**src/logic/uart_aux_pkg.sv**
```systemverilog
/*
  Constants, carrier types and state record for the auxiliary UART channel
  logic. Assumes a 100 MHz ref_clk and a 16x baud tick from the base UART.
*/
package uart_aux_pkg;

  // ----------------------------------------------------------------
  // Register word indices (byte address = index * 4)
  // ----------------------------------------------------------------
  localparam logic [3:0] IDX_EFR    = 4'h0;
  localparam logic [3:0] IDX_IER    = 4'h1;
  localparam logic [3:0] IDX_ISR    = 4'h2;
  localparam logic [3:0] IDX_LCR    = 4'h3;
  localparam logic [3:0] IDX_MCR    = 4'h4;
  localparam logic [3:0] IDX_MSR    = 4'h5;
  localparam logic [3:0] IDX_PAUSE1 = 4'h6;
  localparam logic [3:0] IDX_PAUSE2 = 4'h7;
  localparam logic [3:0] IDX_RESUM1 = 4'h8;
  localparam logic [3:0] IDX_RESUM2 = 4'h9;
  localparam logic [3:0] IDX_STAT   = 4'ha;

  // ----------------------------------------------------------------
  // Field positions
  // ----------------------------------------------------------------
  localparam int EFR_SWRX    = 0;
  localparam int EFR_DOUBLE  = 1;
  localparam int EFR_AUTOTX  = 2;
  localparam int EFR_ENH     = 4;
  localparam int EFR_SPECIAL = 5;
  localparam int IER_SLEEP   = 4;
  localparam int IER_PAUSE   = 5;
  localparam int ISR_FLAG    = 4;
  localparam int MCR_DTR     = 0;
  localparam int MCR_RTS     = 1;
  localparam int MCR_LOOP    = 4;
  localparam int MCR_IR      = 6;
  localparam int LCR_TRIG    = 4;

  // ----------------------------------------------------------------
  // Reset values and timing counts
  // ----------------------------------------------------------------
  localparam logic [7:0] REG_RST        = 8'h00;
  localparam logic [7:0] ENH_WR_MASK    = 8'hf0;
  localparam logic [3:0] IR_PULSE_TICKS = 4'h3;
  localparam logic [4:0] IR_STRETCH     = 5'h10;
  localparam int         TICKS_PER_BIT  = 16;
  localparam int         FRAME_EXTRA    = 7;
  localparam int         CHARS_DELAY    = 2;

  // ----------------------------------------------------------------
  // Carriers and state
  // ----------------------------------------------------------------
  typedef struct packed {
    logic       valid;
    logic [7:0] data;
  } char_t;

  typedef struct packed {
    logic cts_n;
    logic dsr_n;
    logic cd_n;
    logic ri_n;
  } modem_in_t;

  typedef enum logic [2:0] {
    AF_IDLE, AF_WAIT, AF_SEND_P, AF_HELD, AF_SEND_R
  } afc_t;

  typedef struct packed {
    logic        waitreq;
    logic [31:0] rdata;
    logic [7:0]  enhanced_feature_reg, interrupt_enable_reg, line_control_reg, modem_control_reg;
    logic [7:0]  pch1, pch2, rch1, rch2;
    logic        flag;
    logic [3:0]  delta;
    logic [4:0]  s1, s2, s3;
    logic        held_v;
    logic [7:0]  held;
    logic        pend_v;
    logic [7:0]  pend;
    char_t       rxo;
    logic        paused;
    logic        tx_hold;
    afc_t        afc;
    logic [9:0]  cnt;
    logic        idx;
    char_t       ftx;
    logic        sleep;
    logic        tx_pin;
    logic        rx_ser;
    logic [4:0]  irc;
    logic        irq;
    logic        rts_n;
    logic        dtr_n;
  } state_t;

endpackage

```
**src/logic/uart_aux.sv**
```systemverilog
/*
  Auxiliary logic of one UART channel: software flow control, special
  character detect, infrared coding, sleep control and internal loopback,
  with an Avalon-MM register slave. Assumes the base UART supplies received
  characters, a 16x tick, its serial output with bit phase, and the FIFO
  fill level, all on ref_clk.
*/
// Our own choices: the Avalon-MM interface to the registers and the register addresses.
// Contract
// - With software flow on, compare each received character or pair.
// - On pause match, halt transmitter after current character finishes.
// - Pause match sets flag; interrupt out when pause enable bit 5 set.
// - While paused, resume match restarts transmit and clears status bit 4.
// - Reset zeroes all four pause and resume character registers.
// - Matched flow characters are dropped, not passed to receive FIFO.
// - Auto mode sends pause characters two character times after trigger.
// - Resume characters sent when fill drops to one step under trigger.
// - Special detect passes second pause character and sets status bit 4.
// - Comparisons use only configured word length low bits.
// - Infrared encoder pulses high 3/16 bit for each zero bit.
// - Control bit 6 enables infrared; transmit output idles low.
// - Infrared decoder takes low as idle receive level.
// - Sleep only when idle, enabled, no modem deltas, receive high. The code skips the receive-high check while control bit 6 (infrared) is set.
// - In sleep the oscillator output is stopped.
// - Wake on receive start edge, transmit write, or modem change.
// - Return to sleep once interrupts cleared; host reads modem status.
// - Sleep stays armed until software clears enable bit 4.
// - Control bit 4 loops transmit serial output to receive input.
// - In loopback transmit pin marks, modem outputs off, inputs ignored.
// - Enhanced enable bits writable only while feature bit 4 set.
module uart_aux
  import uart_aux_pkg::*;
(
  // Clock and reset
  input  wire logic              ref_clk,
  input  wire logic              reset,
  // Avalon-MM slave
  input  wire logic [5:0]        address,
  input  wire logic              read,
  input  wire logic              write,
  input  wire logic [31:0]       writedata,
  output logic [31:0]            readdata,
  output logic                   waitrequest,
  // Base UART side
  input  uart_aux_pkg::char_t    rx_char_in,
  output uart_aux_pkg::char_t    rx_char_out,
  input  wire logic [6:0]        rx_fill,
  input  wire logic              baud_tick,
  input  wire logic              tx_serial_in,
  input  wire logic [3:0]        tx_bit_phase,
  input  wire logic              tx_shift_busy,
  input  wire logic              thr_write,
  output logic                   tx_hold,
  output uart_aux_pkg::char_t    flow_tx,
  input  wire logic              flow_tx_ready,
  output logic                   rx_serial_out,
  // Chip level
  input  wire logic              others_idle,
  output logic                   osc_enable,
  output logic                   irq,
  // Pins
  input  wire logic              rx_pin,
  input  uart_aux_pkg::modem_in_t modem_in,
  output logic                   tx_pin,
  output logic                   rts_n,
  output logic                   dtr_n
);
  import uart_aux_pkg::*;

  // ----------------------------------------------------------------
  // Helpers
  // ----------------------------------------------------------------
  function automatic logic char_eq(input logic [7:0] a,
                                   input logic [7:0] b,
                                   input logic [1:0] wl);
    logic [7:0] m;
    m = 8'hff >> (2'd3 - wl);
    char_eq = ((a ^ b) & m) == 8'h00;
  endfunction

  function automatic logic [6:0] trig_hi(input logic [1:0] sel);
    case (sel)
      2'd0:    trig_hi = 7'h08;
      2'd1:    trig_hi = 7'h10;
      2'd2:    trig_hi = 7'h38;
      default: trig_hi = 7'h3c;
    endcase
  endfunction

  function automatic logic [6:0] trig_lo(input logic [1:0] sel);
    case (sel)
      2'd0:    trig_lo = 7'h00;
      2'd1:    trig_lo = 7'h08;
      2'd2:    trig_lo = 7'h10;
      default: trig_lo = 7'h38;
    endcase
  endfunction

  state_t c, n;

  logic [1:0] wl;
  logic [1:0] tsel;
  logic [9:0] delay_ticks;
  logic       take;
  logic       rx_lvl;
  logic       rx_fall;
  logic [3:0] m_lvl;
  logic [3:0] m_chg;
  logic       sleep_ok;
  logic       wake;
  logic       flow_on;
  logic       dbl;
  logic       is_p1, is_p2, is_r1, is_r2, is_sp;
  logic [7:0] ch;

  assign wl          = c.line_control_reg[1:0];
  assign tsel        = c.line_control_reg[LCR_TRIG+1:LCR_TRIG];
  assign delay_ticks = 10'(CHARS_DELAY * TICKS_PER_BIT * FRAME_EXTRA)
                     + 10'(CHARS_DELAY * TICKS_PER_BIT) * {8'h00, wl};
  assign take        = (read | write) & ~c.waitreq;
  assign rx_lvl      = c.s2[4];
  assign rx_fall     = ~c.s2[4] & c.s3[4];
  assign m_lvl       = c.s2[3:0];
  assign m_chg       = c.s2[3:0] ^ c.s3[3:0];
  assign flow_on     = c.enhanced_feature_reg[EFR_SWRX];
  assign dbl         = c.enhanced_feature_reg[EFR_DOUBLE];
  assign ch          = rx_char_in.data;
  assign is_p1       = char_eq(ch, c.pch1, wl);
  assign is_p2       = char_eq(ch, c.pch2, wl);
  assign is_r1       = char_eq(ch, c.rch1, wl);
  assign is_r2       = char_eq(ch, c.rch2, wl);
  assign is_sp       = c.enhanced_feature_reg[EFR_SPECIAL] & is_p2;

  always_comb begin
    n = c;
    n.s1 = {rx_pin, modem_in};
    n.s2 = c.s1;
    n.s3 = c.s2;
    n.rxo.valid = 1'b0;
    n.rxo.data  = c.rxo.data;

    // ----------------------------------------------------------------
    // Register slave: one wait cycle, then answer
    // ----------------------------------------------------------------
    n.waitreq = 1'b1;
    if ((read | write) & c.waitreq) begin
      n.waitreq = 1'b0;
      n.rdata = 32'h0000_0000;
      case (address[5:2])
        IDX_EFR:    n.rdata[7:0] = c.enhanced_feature_reg;
        IDX_IER:    n.rdata[7:0] = c.interrupt_enable_reg;
        IDX_ISR:    n.rdata[ISR_FLAG] = c.flag;
        IDX_LCR:    n.rdata[7:0] = c.line_control_reg;
        IDX_MCR:    n.rdata[7:0] = c.modem_control_reg;
        IDX_MSR:    n.rdata[7:0] = {~m_lvl, c.delta};
        IDX_PAUSE1: n.rdata[7:0] = c.pch1;
        IDX_PAUSE2: n.rdata[7:0] = c.pch2;
        IDX_RESUM1: n.rdata[7:0] = c.rch1;
        IDX_RESUM2: n.rdata[7:0] = c.rch2;
        IDX_STAT:   n.rdata[3:0] = {c.sleep, c.tx_hold, c.paused, c.idx};
        default:    n.rdata = 32'h0000_0000;
      endcase
    end
    if (take & write) begin
      case (address[5:2])
        IDX_EFR:    n.enhanced_feature_reg = writedata[7:0];
        IDX_IER:    n.interrupt_enable_reg = c.enhanced_feature_reg[EFR_ENH] ? writedata[7:0]
                          : (c.interrupt_enable_reg & ENH_WR_MASK)
                          | (writedata[7:0] & ~ENH_WR_MASK);
        IDX_LCR:    n.line_control_reg = writedata[7:0];
        IDX_MCR:    n.modem_control_reg = writedata[7:0];
        IDX_PAUSE1: n.pch1 = writedata[7:0];
        IDX_PAUSE2: n.pch2 = writedata[7:0];
        IDX_RESUM1: n.rch1 = writedata[7:0];
        IDX_RESUM2: n.rch2 = writedata[7:0];
        default:    n.rdata = c.rdata;
      endcase
    end
    // Reading clears; a new event in the same cycle wins below
    if (take & read & (address[5:2] == IDX_MSR)) n.delta = 4'h0;
    if (take & read & (address[5:2] == IDX_ISR)) n.flag = 1'b0;

    // ----------------------------------------------------------------
    // Modem inputs
    // ----------------------------------------------------------------
    // inputs ignored
    if (!c.modem_control_reg[MCR_LOOP]) n.delta = n.delta | m_chg;

    // ----------------------------------------------------------------
    // Receive character filter
    // ----------------------------------------------------------------
    // A deferred character goes out one cycle after its partner
    if (c.pend_v) begin
      n.rxo.valid = 1'b1;
      n.rxo.data  = c.pend;
      n.pend_v    = 1'b0;
    end
    if (rx_char_in.valid) begin
      if (is_sp) begin
        n.rxo.valid = 1'b1;
        n.rxo.data  = ch;
        n.flag      = 1'b1;
      end else if (!flow_on) begin
        n.rxo.valid = 1'b1;
        n.rxo.data  = ch;
      end else if (!dbl) begin
        if (is_p1) begin
          n.paused = 1'b1;
          n.flag   = 1'b1;
        end else if (is_r1 & c.paused) begin
          n.paused = 1'b0;
          n.flag   = 1'b0;
        end else begin
          n.rxo.valid = 1'b1;
          n.rxo.data  = ch;
        end
      end else begin
        if (c.held_v & char_eq(c.held, c.pch1, wl) & is_p2) begin
          n.held_v = 1'b0;
          n.paused = 1'b1;
          n.flag   = 1'b1;
        end else if (c.held_v & char_eq(c.held, c.rch1, wl) & is_r2
                     & c.paused) begin
          n.held_v = 1'b0;
          n.paused = 1'b0;
          n.flag   = 1'b0;
        end else begin
          if (c.held_v) begin
            n.rxo.valid = 1'b1;
            n.rxo.data  = c.held;
          end
          n.held_v = is_p1 | (is_r1 & c.paused);
          n.held   = ch;
          if (!n.held_v & c.held_v) begin
            n.pend_v = 1'b1;
            n.pend   = ch;
          end else if (!n.held_v) begin
            n.rxo.valid = 1'b1;
            n.rxo.data  = ch;
          end
        end
      end
    end
    if (!flow_on) n.paused = 1'b0;

    n.tx_hold = n.paused & (c.tx_hold | ~tx_shift_busy);

    // ----------------------------------------------------------------
    // Automatic pause and resume transmission
    // ----------------------------------------------------------------
    case (c.afc)
      AF_IDLE: begin
        n.cnt = 10'h000;
        n.idx = 1'b0;
        if (c.enhanced_feature_reg[EFR_AUTOTX] & (rx_fill >= trig_hi(tsel)))
          n.afc = AF_WAIT;
      end
      AF_WAIT: begin
        if (baud_tick) n.cnt = c.cnt + 10'h001;
        if (c.cnt >= delay_ticks - 10'h001) n.afc = AF_SEND_P;
      end
      AF_SEND_P, AF_SEND_R: begin
        if (!c.ftx.valid) begin
          n.ftx.valid = 1'b1;
          n.ftx.data  = (c.afc == AF_SEND_P)
                      ? (c.idx ? c.pch2 : c.pch1)
                      : (c.idx ? c.rch2 : c.rch1);
        end else if (flow_tx_ready) begin
          n.ftx.valid = 1'b0;
          if (dbl & ~c.idx) begin
            n.idx = 1'b1;
          end else begin
            n.idx = 1'b0;
            n.afc = (c.afc == AF_SEND_P) ? AF_HELD : AF_IDLE;
          end
        end
      end
      AF_HELD: begin
        if (rx_fill <= trig_lo(tsel)) n.afc = AF_SEND_R;
      end
      default: n.afc = AF_IDLE;
    endcase

    // ----------------------------------------------------------------
    // Infrared decode and serial routing
    // ----------------------------------------------------------------
    // low idles; each pulse is a zero bit for one bit time
    if (rx_lvl & ~c.s3[4]) n.irc = IR_STRETCH;
    else if (baud_tick & (c.irc != 5'h00)) n.irc = c.irc - 5'h01;

    if (c.modem_control_reg[MCR_LOOP]) begin
      n.rx_ser = tx_serial_in;
      n.tx_pin = 1'b1;
      n.rts_n  = 1'b1;
      n.dtr_n  = 1'b1;
    end else begin
      n.rts_n = ~c.modem_control_reg[MCR_RTS];
      n.dtr_n = ~c.modem_control_reg[MCR_DTR];
      if (c.modem_control_reg[MCR_IR]) begin
        n.rx_ser = (c.irc == 5'h00);
        n.tx_pin = ~tx_serial_in & (tx_bit_phase < IR_PULSE_TICKS);
      end else begin
        n.rx_ser = rx_lvl;
        n.tx_pin = tx_serial_in;
      end
    end

    // ----------------------------------------------------------------
    // Interrupt and sleep
    // ----------------------------------------------------------------
    // interrupt gate
    n.irq = n.flag & c.interrupt_enable_reg[IER_PAUSE];
    sleep_ok = others_idle & c.interrupt_enable_reg[IER_SLEEP] & ~c.irq & ~n.irq
             & (c.delta == 4'h0) & (rx_lvl | c.modem_control_reg[MCR_IR]);
    wake = rx_fall | thr_write | ((m_chg != 4'h0) & ~c.modem_control_reg[MCR_LOOP]);
    if (c.sleep) begin
      if (wake | ~c.interrupt_enable_reg[IER_SLEEP]) n.sleep = 1'b0;
    end else if (sleep_ok & ~wake) begin
      n.sleep = 1'b1;
    end
  end

  // ----------------------------------------------------------------
  // State register
  // ----------------------------------------------------------------
  always_ff @(posedge ref_clk) begin
    if (reset) begin
      c <= '0;
      c.waitreq <= 1'b1;
      c.pch1 <= REG_RST;
      c.pch2 <= REG_RST;
      c.rch1 <= REG_RST;
      c.rch2 <= REG_RST;
      c.s1 <= 5'h1f;
      c.s2 <= 5'h1f;
      c.s3 <= 5'h1f;
      c.rx_ser <= 1'b1;
      c.irc <= 5'h00;
      c.rts_n <= 1'b1;
      c.dtr_n <= 1'b1;
      c.afc <= AF_IDLE;
    end else begin
      c <= n;
    end
  end

  assign readdata      = c.rdata;
  assign waitrequest   = c.waitreq;
  assign rx_char_out   = c.rxo;
  assign tx_hold       = c.tx_hold;
  assign flow_tx       = c.ftx;
  assign rx_serial_out = c.rx_ser;
  assign osc_enable    = ~c.sleep;
  assign irq           = c.irq;
  assign tx_pin        = c.tx_pin;
  assign rts_n         = c.rts_n;
  assign dtr_n         = c.dtr_n;
endmodule // uart_aux

```
**config.mk**
```make
export PLATFORM = sky130hd
export DESIGN_NAME = uart_aux
export DESIGN_NICKNAME = d
export VERILOG_FILES = /design/src/logic/uart_aux_pkg.sv /design/src/logic/uart_aux.sv
export SDC_FILE = /design/constraint.sdc
export NUM_CORES = 1
export LEC_CHECK = 0
export BUFFER_PORTS_ARGS = -buffer_cell sky130_fd_sc_hd__buf_2
export CORE_AREA = 4 4 144 216
export DETAILED_ROUTE_END_ITERATION = 16
export DIE_AREA = 0 0 148 220
export GPL_TIMING_DRIVEN = 0
export PLACE_DENSITY = 0.51
export SKIP_CTS_REPAIR_TIMING = 1
export SLEW_MARGIN = 20
export SYNTH_ARGS = -nofsm -noshare
export SYNTH_HDL_FRONTEND = slang
export SYNTH_SLANG_ARGS = --single-unit
```
**constraint.sdc**
```tcl
create_clock -name ref_clk -period 5.9 [get_ports ref_clk]
set_input_delay 0.59 -clock ref_clk [delete_from_list [all_inputs] [get_ports ref_clk]]
set_output_delay 0.59 -clock ref_clk [all_outputs]
set_load 0.03 [all_outputs]
```
==> impl_metrics.yaml, run 1 <==
status:
  status: "finished, final reports clean"
yosys:
  yosysWarningCount: 0
  ys_ff_latch: 156
  yosysSeqAreaShare_pct: 36.0
  synth_edf_count: 0
  synthesis.area_sq_um: 8670
  netlist_instances: 986
  synth_cell_types: 72
  syn_avg_cell_area_sq_um: 8.79
  async_flop_share_pct: 0
  synth_ff_type: "dfxtp_1"
cts:
  cts_buffer_depth: 2
  h-tree-depth: 4
  cts_sinks: 156
  clk_pin_slew_worst_paths_ns: 0.07
  cts_tree: "built"
  clk_latency_ns: 0.45
  root_buffer: "clkbuf_16"
  cts_made_buffers: 17
sta:
  slew_headroom_pct: 30.9
  fin_ws_ns: 3.24
  fin_setup_tns_ns: 0
  rsz0062_at_grt: "false"
  max_freq_mhz: 376
  finalCriticalPeriod_ns: 2.66
  hold_violations: 0
  setup_viol: 0
  fin_crit_sh_pct: 45.1
  drv_slew: 0
  skew_ns: 0.0163
  tightestPinTransition_ns: 1.03
floorplanning:
  ioPinCount: 131
  die_w_um: 148
  placementRows: 77
  initial_core_util_pct: 29.6
  dieArea_sq_um: 32600
  dieHeight_um: 220
  coreArea_sq_um: 29300
grt:
  grt_pass1_wl_um: 43200
  first_global_vias: 7308
  grt_max_degree: 18
  grt_overflow_total: 0
  antenna_found_initial: 0
  track_usage_pct: 17.5
route:
  drtIter0Drc: 493
  viasPerCell: 4.94
  dr_total_vias: 7399
  wire_per_inst_um: 19.0
  detail-route-antenna-nets: 0
  drc_errors: 0
  drtPass1Iterations: 5
  wl_um: 28500
min_path:
  hold_path.class: "input port to register"
worst_setup_path:
  cp-start-kind: "input port"
  crit_required_ns: 6.21
  worst-setup-path-type: "input port to register"
  crit_fanout: 10
  crit_path_end_kind: "register"
  worstPathArrival_ns: 2.97
power_and_ir_drop:
  irDropWorstVdd_uv: 177
  powerDensity_nw_per_um2: 243
  p_leak_uw: 0.00428
  power.total_uw: 2460
final_layout:
  n_fill_cell: 3120
  diodes: 0
  area_growth_pct: 16.8
  final_cell_area_sq_um: 10100
  drive_gt1_share_pct: 19.4
  nets: 1176
  final_cells: 1498
placed_design:
  dp_slack_ns: 2.87
  hpwl_um: 21800
  dp_cells: 1466
  gp_congestion: 0.931
  io_buffers: 62
  post_dp_cell_area_sq_um: 9560
run:
  maxCapViolations: 0
[metrics by stage]
step	util, %	hold WS (ns)
CTS	34.6	0.307
floorplan	-	0.370
global route	34.6	0.324
global placement	32.6	0.391
finish	34.6	0.321
detailed placement	32.6	0.393
[state kept, by name, summed over array words and instances, names as in the netlist]
| name | count |
|---|---|
| dtr_n | 1 |
| c | 123 |
| tx_pin | 1 |
| rts_n | 1 |
| irq | 1 |
| flow_tx | 9 |
| tx_hold | 1 |
| waitrequest | 1 |
| rx_char_out | 9 |
| readdata | 8 |
| rx_serial_out | 1 |
[synth_stat cells (all sizes together), types with 4 or more instances]
cell type	n	area share, %
dfxtp	156	36
nor2	150	6.6
mux2i	101	12
buf	71	6.0
nand2	51	2.2
xnor2	51	5.2
clkbuf	48	2.1
o21ai	33	1.9
a21oi	32	1.8
nand3	32	1.8
inv	29	1.3
or2	19	1.4
a22oi	13	1.1
ha	13	1.9
xor2	12	1.2
nand4	11	0.79
mux4	10	2.6
mux2	9	1.2
nor2b	9	0.65
o221ai	9	0.91
a31oi	8	0.58
and3	8	0.69
nor3	8	0.52
nor4	8	0.58
nand2b	7	0.51
o21a	7	0.61
a211oi	6	0.58
a32oi	6	0.69
o22ai	6	0.43
a311oi	5	0.51
o211a	5	0.58
o211ai	5	0.49
a21o	4	0.35
[worst max-delay path: stages]
cell      delay [ns]
buf_2           0.09
clkbuf_1        0.38
buf_2           0.41
buf_2           0.32
nand4_1         0.72
mux2i_1         0.39
nor2_1          0.06
[path summary, 6_finish.rpt]
path                    start        endpoint  slack [ns]  depth (start not counted)
hold / removal    modem_in[0]           c[73]        0.32                          2
hold reg to reg         c[77]           c[72]        0.41                          1
setup reg to reg        c[93]  rx_char_out[8]        3.33                          7
setup / recovery   address[3]          c[130]        3.24                          7
[layout make-up]
cell class | count | area (sq um) | area share (%)
Multi-Input combinational cell | 705 | 4830 | 47.7
Sequential cell | 156 | 3120 | 30.8
Buffer | 119 | 697 | 6.88
Tap cell | 395 | 494 | 4.88
Clock buffer | 17 | 425 | 4.20
Timing Repair Buffer | 62 | 310 | 3.06
Clock inverter | 15 | 139 | 1.37
Inverter | 29 | 109 | 1.08
[layer usage]
| layer | GRT usage, % | routed length, um | part of all wire, % |
|---|---|---|---|
| met4 | 8.84 | 1300 | 4.6 |
| met3 | 2.94 | 1190 | 4.2 |
| met5 | 0 | 0 | 0 |
| met1 | 19.7 | 11600 | 41 |
| met2 | 31.4 | 14400 | 51 |
[cell usage in the layout (no fill, tap or decap), drive strengths merged, types with 10 or more instances in the layout]
cell / synthesis / final
a22oi: 13 / 13
nand4: 11 / 11
conb: 1 / 24
o21ai: 33 / 33
a21oi: 32 / 32
dfxtp: 156 / 156
xor2: 12 / 12
or2: 19 / 19
nand2: 51 / 51
ha: 13 / 13
nor2: 150 / 150
inv: 29 / 41
buf: 71 / 133
mux2i: 101 / 101
clkbuf: 48 / 65
mux4: 10 / 10
xnor2: 51 / 51
nand3: 32 / 32
[where the power goes]
group          internal, uW  switching (uW)  leakage, uW
logic                   105             182      0.00275
registers              1080            18.7      0.00126
clock network           561             523     0.000274
[cell families after synthesis]
logic type	synth area share (%)
AOI/OAI and AO/OA	13.4
xor gates and xnor gates	6.45
adders and majority gates	1.88
buffers and inverters	9.29
DFF	36.0
muxes	15.4
other	0.0433
and+or+nand+nor	17.5
(Power assumes the default switching activity.)
==> inputs of run 2 (changes only) <==
PLACE_DENSITY = 0.53   (was 0.51)
clock period = 2.3 ns   (was 5.9 ns; I/O delays follow)
==> impl_metrics.yaml, run 2 (same netlist as run 1, synthesis figures left out) <==
status:
  status: "finished, final reports clean"
run:
  maxCapViolations: 0
final_layout:
  area_growth_pct: 19.7
  nets: 1187
  drive_gt1_share_pct: 21.5
  largest-register: "c"
  final_cell_area_sq_um: 10400
  n_fill_cell: 3122
  final_cell_mix: "147 x nor2_1, 147 x dfxtp_1, 101 x mux2i_1, 71 x buf_2, 57 x buf_4"
  largest_reg_flops: 123
route:
  dr_total_vias: 7451
  viasPerCell: 4.93
  detail-route-antenna-nets: 0
  drtIter0Drc: 500
  drc_errors: 0
  wire_per_inst_um: 18.9
  drtPass1Iterations: 5
  wl_um: 28600
min_path:
  holdPathEnd: "rx_serial_out"
  worstHoldPathCells: 3
  worstHoldStart: "tx_serial_in"
  hold_path.class: "input port to register"
placed_design:
  hpwl_um: 21900
  dp_slack_ns: -0.465
  gp_congestion: 0.920
  io_buffers: 62
  post_dp_cell_area_sq_um: 9560
worst_setup_path:
  crit_fanout: 6
  r2r_start: "c[114]"
  r2r_cells: 8
  crit_required_ns: 2.64
  cpPeakStageDelay_ns: 0.47
  worst-setup-path-type: "register to register"
  worstPathArrival_ns: 2.59
  critPathSlowestCell: "dfxtp_1"
  reg2reg_to: "rx_char_out[7]"
  path_cells: "xnor2_1 > o21ai_1 > a211oi_2 > buf_4 > a32oi_4 > o221ai_1 > a21boi_2 > a2111oi_2"
  cp-start-kind: "register"
  reg2reg_setup_slack_ns: 0.06
  crit_path_end_kind: "register"
sta:
  max_freq_mhz: 446
  setup_viol: 0
  finalCriticalPeriod_ns: 2.24
  tightestPinTransition_ns: 1.05
  fin_setup_tns_ns: 0
  skew_ns: 0.00927
  fin_crit_sh_pct: 97.5
  fin_ws_ns: 0.0566
  hold_violations: 0
  drv_slew: 0
  slew_headroom_pct: 29.9
power_and_ir_drop:
  switching_share_pct: 27.4
  power.total_uw: 6460
  p_switching_uw: 1770
  p_clk_share_pct: 44.9
  sequentialPowerShare_pct: 43.5
  irDropWorstVdd_uv: 459
  power.internal_uw: 4690
  p_leak_uw: 0.00436
  powerDensity_nw_per_um2: 622
  pwr-share-comb_pct: 11.6
cts:
  clk_pin_slew_worst_paths_ns: 0.07
  cts_buffer_depth: 2
  cts_sinks: 156
  clk_latency_ns: 0.45
  cts_tree: "built"
  cts_made_buffers: 17
  h-tree-depth: 4
  root_buffer: "clkbuf_16"
grt:
  grt_overflow_total: 0
  first_global_vias: 7380
  grt_max_degree: 17
  track_usage_pct: 17.5
  antenna_found_initial: 1
  grt_pass1_wl_um: 43200
floorplanning:
  dieArea_sq_um: 32600
  ioPinCount: 131
  die_w_um: 148
  initial_core_util_pct: 29.6
  coreArea_sq_um: 29300
  placementRows: 77
  dieHeight_um: 220
-- run 2: worst max path at each step --
stage / cells past startpoint / startpoint / to / slack, ns
after detailed placement: 9 / address[3] / irq / -0.46
after global placement: 9 / address[3] / irq / -0.53
after CTS: 7 / c[93] / rx_char_out[7] / -0.25
after global routing: 8 / c[114] / rx_char_out[7] / -0.01
final: 8 / c[114] / rx_char_out[7] / 0.06
after floorplan: 9 / c[124] / rx_char_out[7] / 0.31
-- run 2: per-layer routing --
metal  up-vias  track usage, %  part of all wire (%)
met1      3527            19.0                    39
met4         0            10.9                   5.5
met2       239            31.1                    51
li1       3616               -                     -
met5         -               0                     0
met3        69            3.25                   4.2
-- run 2: worst max-delay path, delay by kind of cell (launching register included) --
kind            cells  cell delay, ns
xor+xnor            1            0.11
buf+inv             1            0.16
flops               1            0.47
compound gates      6            1.40
-- run 2: power by group through the flow --
stage | Combinational [uW] | Sequential [uW] | Clock [uW]
after global routing | 821 | 2810 | 3070
after CTS | 736 | 2810 | 2950
final | 748 | 2810 | 2900
after global placement | 730 | 2870 | 0
after detailed placement | 734 | 2870 | 0
after floorplan | 530 | 2860 | 0
-- run 2: area by class of cell --
class                   instances  area [sq um]  share of cell area (%)
diodes                          1          2.50                  0.0241
well taps                     395           494                    4.76
repair buffers                 74           410                    3.95
multi-input cells             705          4910                    47.4
clock inverters                13           155                    1.50
flip-flops and latches        156          3140                    30.2
inverters                      29           109                    1.05
plain buffers                 118           712                    6.86
clock buffers                  19           443                    4.27
-- run 2: metrics by stage --
stage / hold WS, ns / util, % / std cells
after global placement: 0.391 / 32.6 / 1466
after floorplan: 0.334 / - / 1009
final: 0.0360 / 35.4 / 1510
after global routing: 0.0593 / 35.4 / 1510
after detailed placement: 0.393 / 32.6 / 1466
after CTS: -0.0520 / 34.7 / 1498
